==> src/verilog/btsp_defs.vh <==
// constants for the battery temperature scan and protection block
// Behaviour
// by default supply on 5 ms at start of each 640 ms period
// sample external comparator 1 ms after supply on; low voltage means failure
// mux on external temperature keeps supply on, detection enabled after 1 ms; code enables it at the next tick, 1 clock to 1 ms later
// scan disable bit stops periodic scan; both scans coexist otherwise
// force-on bit holds supply on always, overriding both scans
// over-temperature turns switches off, blocks balancing, sets matching flag
// shutdown holds until temperature drops below recovery threshold
// during shutdown host writes to switch and balance bits are ignored
// internal response off bit stops shutdown for internal over-temperature
// external response off bit stops shutdown for external over-temperature
// with a response disabled, host protects the pack itself
// host writes four-bit mux select; device routes chosen source
// one balance bit per cell turns that cell's switch on
// any overcurrent or short flag drives thermistor supply high
// automatic switch turn-off also clears the switch control bits
// timing from a fixed tick; counters restart at reset
// comparator ignored while supply off or settling
`ifndef BTSP_DEFS_VH
`define BTSP_DEFS_VH
`define BTSP_CLK_HZ 50000000
`define BTSP_TICK_US 1000
`define BTSP_TICK_CYC ((`BTSP_CLK_HZ / 1000000) * `BTSP_TICK_US)
`define BTSP_PERIOD_MS 640
`define BTSP_ON_MS 5
`define BTSP_SETTLE_MS 1
`define BTSP_PERIOD_TICKS (`BTSP_PERIOD_MS * 1000 / `BTSP_TICK_US)
`define BTSP_ON_TICKS (`BTSP_ON_MS * 1000 / `BTSP_TICK_US)
`define BTSP_SETTLE_TICKS (`BTSP_SETTLE_MS * 1000 / `BTSP_TICK_US)
`define BTSP_SEL_EXT_TEMP 4'h8
`define BTSP_SEL_INT_TEMP 4'h9
`define BTSP_SEL_RST 4'h0
`endif

==> src/verilog/btsp_top.v <==
// thermistor supply scan, over-temperature shutdown, mux select and balance drive
`timescale 1ns/1ns
`default_nettype none
`include "btsp_defs.vh"
module btsp_top #(
   parameter integer CELLS = 7,
   parameter integer TICK_CYC = `BTSP_TICK_CYC,
   parameter integer PERIOD_TICKS = `BTSP_PERIOD_TICKS,
   parameter integer ON_TICKS = `BTSP_ON_TICKS,
   parameter integer SETTLE_TICKS = `BTSP_SETTLE_TICKS
) (
   input wire clk_sys,
   input wire resetn,
   input wire auto_scan_disable,
   input wire thermistor_supply_force_on,
   input wire internal_overtemp_response_off,
   input wire external_overtemp_response_off,
   input wire [3:0] monitor_mux_select_wdata,
   input wire monitor_mux_select_we,
   input wire charge_switch_wdata,
   input wire discharge_switch_wdata,
   input wire switch_we,
   input wire [CELLS-1:0] cell_balance_wdata,
   input wire cell_balance_we,
   input wire flag_clear,
   input wire thermistor_sense_in,
   input wire internal_overtemp_in,
   input wire internal_recovered_in,
   input wire external_recovered_in,
   input wire charge_overcurrent_flag,
   input wire discharge_overcurrent_flag,
   input wire short_circuit_flag,
   output reg thermistor_supply_out,
   output reg [3:0] monitor_mux_select,
   output reg charge_switch_on,
   output reg discharge_switch_on,
   output reg [CELLS-1:0] cell_balance_on,
   output reg internal_overtemp_flag,
   output reg external_overtemp_flag,
   output reg overtemp_shutdown
);

////////////////////////////////////////////////////////////////////////////////
// state and decode nets
reg [15:0] tick_cnt_r;
reg tick_r;
reg [9:0] period_cnt_r;
reg [9:0] settle_cnt_r;
reg [CELLS-1:0] bal_req_r;
reg int_sd_r;
reg ext_sd_r;
reg auto_on;
reg manual_on;
reg supply_req;
reg wake_req;
reg settled;
reg ext_fail;
reg int_trip;
reg ext_trip;
reg sd_nxt;
genvar cell_i;

////////////////////////////////////////////////////////////////////////////////
// fixed tick: one pulse every TICK_CYC clocks
always @(posedge clk_sys) begin
   if (!resetn) begin
      tick_cnt_r <= 16'h0000;
   end else if (tick_cnt_r == TICK_CYC[15:0] - 16'h0001) begin
      tick_cnt_r <= 16'h0000;
   end else begin
      tick_cnt_r <= tick_cnt_r + 16'h0001;
   end
end

always @(posedge clk_sys) begin
   if (!resetn) begin
      tick_r <= 1'b0;
   end else begin
      tick_r <= (tick_cnt_r == TICK_CYC[15:0] - 16'h0001);
   end
end

////////////////////////////////////////////////////////////////////////////////
// scan period counter, advanced once per tick
always @(posedge clk_sys) begin
   if (!resetn) begin
      period_cnt_r <= 10'h000;
   end else if (tick_r) begin
      if (period_cnt_r == PERIOD_TICKS[9:0] - 10'h001) begin
         period_cnt_r <= 10'h000;
      end else begin
         period_cnt_r <= period_cnt_r + 10'h001;
      end
   end
end

////////////////////////////////////////////////////////////////////////////////
// supply requests from the periodic scan, the host select and force-on
always @* begin
   auto_on = 1'b0;
   if (!auto_scan_disable && (period_cnt_r < ON_TICKS[9:0])) begin
      auto_on = 1'b1; // see
   end
end

always @* begin
   manual_on = 1'b0;
   if (monitor_mux_select == `BTSP_SEL_EXT_TEMP) begin
      manual_on = 1'b1;
   end
end

always @* begin
   supply_req = thermistor_supply_force_on | auto_on | manual_on; // see
end

// overcurrent flags reuse the supply pin as a host wake-up line
always @* begin
   wake_req = charge_overcurrent_flag | discharge_overcurrent_flag | short_circuit_flag;
end

////////////////////////////////////////////////////////////////////////////////
// settling delay, restarted whenever the supply request drops
always @(posedge clk_sys) begin
   if (!resetn) begin
      settle_cnt_r <= 10'h000;
   end else if (!supply_req) begin
      settle_cnt_r <= 10'h000;
   end else if (tick_r && (settle_cnt_r < SETTLE_TICKS[9:0])) begin
      settle_cnt_r <= settle_cnt_r + 10'h001; // see
   end
end

always @* begin
   settled = 1'b0;
   if (supply_req && (settle_cnt_r >= SETTLE_TICKS[9:0])) begin
      settled = 1'b1; // see
   end
end

////////////////////////////////////////////////////////////////////////////////
// comparator gating and trip decode
// low sense level means the divider sits below the supply/13 reference
always @* begin
   ext_fail = 1'b0;
   if (settled && !thermistor_sense_in) begin
      ext_fail = 1'b1; // see
   end
end

always @* begin
   int_trip = 1'b0;
   if (internal_overtemp_in && !internal_overtemp_response_off) begin
      int_trip = 1'b1;
   end
end

always @* begin
   ext_trip = 1'b0;
   if (ext_fail && !external_overtemp_response_off) begin
      ext_trip = 1'b1;
   end
end

always @* begin
   sd_nxt = int_sd_r | ext_sd_r | int_trip | ext_trip;
end

////////////////////////////////////////////////////////////////////////////////
// internal shutdown latch, trip has priority over recovery
always @(posedge clk_sys) begin
   if (!resetn) begin
      int_sd_r <= 1'b0;
   end else if (int_trip) begin
      int_sd_r <= 1'b1;
   end else if (internal_recovered_in) begin
      int_sd_r <= 1'b0;
   end
end

////////////////////////////////////////////////////////////////////////////////
// external shutdown latch
always @(posedge clk_sys) begin
   if (!resetn) begin
      ext_sd_r <= 1'b0;
   end else if (ext_trip) begin
      ext_sd_r <= 1'b1;
   end else if (external_recovered_in) begin
      ext_sd_r <= 1'b0;
   end
end

////////////////////////////////////////////////////////////////////////////////
// internal status flag, a new event wins over a host clear
always @(posedge clk_sys) begin
   if (!resetn) begin
      internal_overtemp_flag <= 1'b0;
   end else if (internal_overtemp_in) begin
      internal_overtemp_flag <= 1'b1;
   end else if (flag_clear) begin
      internal_overtemp_flag <= 1'b0;
   end
end

////////////////////////////////////////////////////////////////////////////////
// external status flag, set only from a settled comparator reading
always @(posedge clk_sys) begin
   if (!resetn) begin
      external_overtemp_flag <= 1'b0;
   end else if (ext_fail) begin
      external_overtemp_flag <= 1'b1;
   end else if (flag_clear) begin
      external_overtemp_flag <= 1'b0;
   end
end

////////////////////////////////////////////////////////////////////////////////
// combined shutdown state seen by the host
always @(posedge clk_sys) begin
   if (!resetn) begin
      overtemp_shutdown <= 1'b0;
   end else begin
      overtemp_shutdown <= sd_nxt; // see
   end
end

////////////////////////////////////////////////////////////////////////////////
// thermistor supply pin
always @(posedge clk_sys) begin
   if (!resetn) begin
      thermistor_supply_out <= 1'b0;
   end else begin
      thermistor_supply_out <= supply_req | wake_req;
   end
end

////////////////////////////////////////////////////////////////////////////////
// analog monitor select, still writable during shutdown
always @(posedge clk_sys) begin
   if (!resetn) begin
      monitor_mux_select <= `BTSP_SEL_RST;
   end else if (monitor_mux_select_we) begin
      monitor_mux_select <= monitor_mux_select_wdata; // see
   end
end

////////////////////////////////////////////////////////////////////////////////
// charge switch bit: cleared on shutdown, host writes ignored meanwhile
always @(posedge clk_sys) begin
   if (!resetn) begin
      charge_switch_on <= 1'b0;
   end else if (sd_nxt) begin
      charge_switch_on <= 1'b0; // see
   end else if (switch_we) begin
      charge_switch_on <= charge_switch_wdata;
   end
end

////////////////////////////////////////////////////////////////////////////////
// discharge switch bit
always @(posedge clk_sys) begin
   if (!resetn) begin
      discharge_switch_on <= 1'b0;
   end else if (sd_nxt) begin
      discharge_switch_on <= 1'b0; // see
   end else if (switch_we) begin
      discharge_switch_on <= discharge_switch_wdata;
   end
end

////////////////////////////////////////////////////////////////////////////////
// per-cell balance request and switch drive; shutdown blocks both
generate
   for (cell_i = 0; cell_i < CELLS; cell_i = cell_i + 1) begin : g_cell
      always @(posedge clk_sys) begin
         if (!resetn) begin
            bal_req_r[cell_i] <= 1'b0;
         end else if (cell_balance_we && !sd_nxt) begin
            bal_req_r[cell_i] <= cell_balance_wdata[cell_i]; // see
         end
      end

      always @(posedge clk_sys) begin
         if (!resetn) begin
            cell_balance_on[cell_i] <= 1'b0;
         end else if (sd_nxt) begin
            cell_balance_on[cell_i] <= 1'b0; // see
         end else begin
            cell_balance_on[cell_i] <= bal_req_r[cell_i];
         end
      end
   end
endgenerate

endmodule // btsp_top
`default_nettype wire
==> config.mk <==
export PLATFORM = sky130hd
export DESIGN_NAME = btsp_top
export DESIGN_NICKNAME = d
export VERILOG_FILES = /design/src/verilog/btsp_top.v
export VERILOG_INCLUDE_DIRS = /design/src /design/src/verilog
export SDC_FILE = /design/constraint.sdc
export NUM_CORES = 1
export LEC_CHECK = 0
export BUFFER_PORTS_ARGS = -buffer_cell sky130_fd_sc_hd__buf_2
export CAP_MARGIN = 40
export CORE_UTILIZATION = 54
export DETAILED_ROUTE_END_ITERATION = 12
export PLACE_DENSITY = 0.85
export SYNTH_ARGS = -nofsm -noshare
export SYNTH_HDL_FRONTEND = slang
export SYNTH_SLANG_ARGS = --single-unit
==> constraint.sdc <==
create_clock -name clk_sys -period 2.5 [get_ports clk_sys]
set_clock_uncertainty 0.15 [all_clocks]
set_input_delay 0 -clock clk_sys [delete_from_list [all_inputs] [get_ports clk_sys]]
set_output_delay 0 -clock clk_sys [all_outputs]
set_load 0.03 [all_outputs]
==> flow_summary_export.csv <==
group,metric,value,unit
run_status,outcome,"complete, no violations",
logic_synthesis,synth-adder-area-share,3.024,%
sta,whs,0.02233,ns
logic_synthesis,synth_compound_area_share,3.075,%
clocking,cts_max_level,3,
sta,max_freq,445.5,MHz
logic_synthesis,synth_cell_types,37,
placement,dpl-instance-area,2723,um^2
sta,worst_pin_slew,0.5044,ns
sta,finalCritPeriodShare,89.78,%
clocking,cts_buffers,9,
worst_setup_path,r2r-start,"period_cnt_r[0]$_SDFFE_PN0P_",
die,die_w,69.80,um
hold_path,hold_path_startpoint,"thermistor_supply_force_on",
grt,antenna_found_initial,0,
sta,relSlewSlack,66.33,%
sta,final.setup.tns,0,ns
worst_setup_path,critPathArrivalTime,2.31,ns
logic_synthesis,ys.flop_type,"dfxtp_1",
cells_and_area,postLayoutCoreUtil,75.77,%
logic_synthesis,synth_area_leaders,"dfxtp_1 51%, nor2_1 6.5%, mux2i_1 6.0%",
sta,min_period,2.244,ns
die,initial_utilization,56.62,%
logic_synthesis,syn_area_per_cell,9.548,um^2
logic_synthesis,synth.top_cell.area_share,50.81,%
logic_synthesis,synthSimpleGateAreaFrac,24.85,%
run,max_cap_viol_count,0,
pwr,powerDensity,679.0,nW/um^2
placement,hpwl,3.228,mm
hold_path,holdPathEnd,"settle_cnt_r[2]$_SDFFE_PN0P_",
clocking,cts_tree,"built",
logic_synthesis,synth_top_family_by_area,"simple AND/OR/NAND/NOR gates",
hold_path,hold_depth,4,
worst_setup_path,criticalPathCategory,"reg2reg",
logic_synthesis,ys_ff_latch,63,
sta,rsz0062_at_grt,"no",
cells_and_area,final_area,3322,um^2
placement,place.gp.congestion,0.7952,
routing,drtPass1Iterations,4,
routing,vias,2147,
cells_and_area,final_cell_mix,"63 x dfxtp_1, 46 x buf_2, 43 x nor2_1",
routing,wl_per_cell,15.74,um
pwr,power_leakage,0.001479,uW
routing,via_per_inst,5.381,
grt,grt_use_total,27.49,%
grt,grt_first_pass_wirelength,10.22,mm
logic_synthesis,synth_largest_area_cell,"dfxtp_1",
logic_synthesis,synth_edf_count,0,
worst_setup_path,path_max_fanout,11,
logic_synthesis,syn_inst,260,
cells_and_area,antennaDiodeCount,0,
clocking,clock_latency,0.35,ns
logic_synthesis,synth_warnings,0,
routing,first_iter_violations,86,
sta,drv_slew,0,
grt,overflow,0,
grt,grt_start_max_net_pins,29,
worst_setup_path,rrSetupSlack,0.26,ns
cells_and_area,area_growth,33.82,%
die,io_pins,47,
worst_setup_path,critPathLaunchType,"register",
routing,ant_nets,0,
grt,grt_pass1_vias,2151,
placement,io_buffers,46,
clocking,clockBufferDepth,2,
sta,hold_violations,0,
pwr,ir_drop,0.0004093,V
logic_synthesis,postSynth.asyncResetShare,0,%
worst_setup_path,endpoint_kind,"register",
hold_path,hp-class,"in2reg",
cells_and_area,drive_gt1_share,19.88,%
clocking,clock-root-buffer,"clkbuf_8",
cells_and_area,layout_commonest_cell,"dfxtp_1",
sta,setup_violations,0,
clocking,cts_setup_buffers,0,
routing,wirelength,6.279,mm
clocking,cts_sinks,63,
logic_synthesis,netlist_area,2482,um^2
worst_setup_path,r2r_cells,7,
die,die_area,4872,um^2
clocking,cts.clk_slew.worst_paths,0.07,ns
worst_setup_path,required,2.56,ns
cells_and_area,num-nets-final,379,
logic_synthesis,syn_nets,296,
die,core_area,4384,um^2
logic_synthesis,seq_area_frac_synth,50.81,%
worst_setup_path,r2r-end,"thermistor_supply_out$_SDFF_PN0_",
die,die_h,69.80,um
logic_synthesis,muxShareOfSynthArea,6.048,%
routing,drc,0,
logic_synthesis,synth_xor_area_share,8.468,%
die,rows,24,
-- flip-flops by register name (all words and copies together) (netlist names) --
signal	flops
charge_switch_on	1
int_sd_r	1
thermistor_supply_out	1
tick_cnt_r	16
overtemp_shutdown	1
cell_balance_on	7
settle_cnt_r	10
ext_sd_r	1
monitor_mux_select	4
period_cnt_r	10
internal_overtemp_flag	1
external_overtemp_flag	1
discharge_switch_on	1
bal_req_r	7
tick_r	1
-- per-stage QoR --
step           total power [uW]  worst slack (ns)  std cells
6_report                   2256            0.2556        399
5_1_grt                    2333            0.1145        399
4_1_cts                    2233            0.1646        399
3_5_place_dp               1187            0.4001        348
3_3_place_gp               1183            0.5353        348
2_1_floorplan              1146            0.6090        260
-- cell type report --
class	count	area, um^2
inverter	10	37.54
sequential	63	1261
timing repair buffer	82	590.6
fill	266	1062
multi-input combinational	177	1137
clock inverter	3	65.06
clock buffer	12	165.2
tap	52	65.06
-- metal layers --
metal	GRT usage, %	vias to the layer above	share of wire (%)
met1	31.45	1024	41
met4	14.44	0	3.1
met2	46.15	68	51
li1	-	1035	-
met3	7.994	20	4.5
met5	0	-	0
-- cell families (layout without fill, tap and decap cells) --
logic type      count (synthesis)  count (layout)
flops                          63              63
fa+ha+maj                       6               6
buf+inv                        20             107
xor+xnor                       24              24
simple gates                  121             121
compound gates                 11              11
mux                            15              15
-- worst max-delay path: stages, from the launching register on --
cell and delay [ns]:
dfxtp_1 0.38, inv_1 0.06, ha_1 0.20, o2111ai_2 0.24, nand2_2 0.19, nor4_1 0.25
dlygate4sd3_1 0.60, nor2_1 0.04
-- report_power, final --
group	leakage (uW)	switching [uW]	internal, uW
Combinational	0.000849	92.1	86.4
Sequential	0.000511	14.1	1030
Clock	0.000118	399	636
-- cells in the mapped netlist, types with 6 or more instances --
library cell,instances
and2_1,7
and3_1,13
clkbuf_1,6
dfxtp_1,63
ha_1,6
inv_1,9
mux2i_1,15
nand2_1,24
nand3_1,7
nand4_1,9
nor2_1,43
xnor2_1,7
xor2_1,17
-- repair_timing --
action	in CTS	in global routing
gates resized for setup	0	2
setup endpoints to repair	0	1
hold buffers	36	0
hold endpoints to repair	20	0
-- how the worst max path moves through the flow --
| stage | start | endpoint | cells after the start |
|---|---|---|---|
| 3_3_place_gp | settle_cnt_r[0]$_SDFFE_PN0P_ | bal_req_r[1]$_SDFFE_PN0P_ | 7 |
| 4_1_cts | period_cnt_r[0]$_SDFFE_PN0P_ | thermistor_supply_out$_SDFF_PN0_ | 7 |
| 5_1_grt | period_cnt_r[0]$_SDFFE_PN0P_ | thermistor_supply_out$_SDFF_PN0_ | 7 |
| 3_5_place_dp | settle_cnt_r[1]$_SDFFE_PN0P_ | bal_req_r[3]$_SDFFE_PN0P_ | 7 |
| 6_report | period_cnt_r[0]$_SDFFE_PN0P_ | thermistor_supply_out$_SDFF_PN0_ | 7 |
| 2_1_floorplan | settle_cnt_r[0]$_SDFFE_PN0P_ | cell_balance_on[0]$_SDFF_PP0_ | 8 |
No activity file was read; power rests on OpenSTA's default activity.
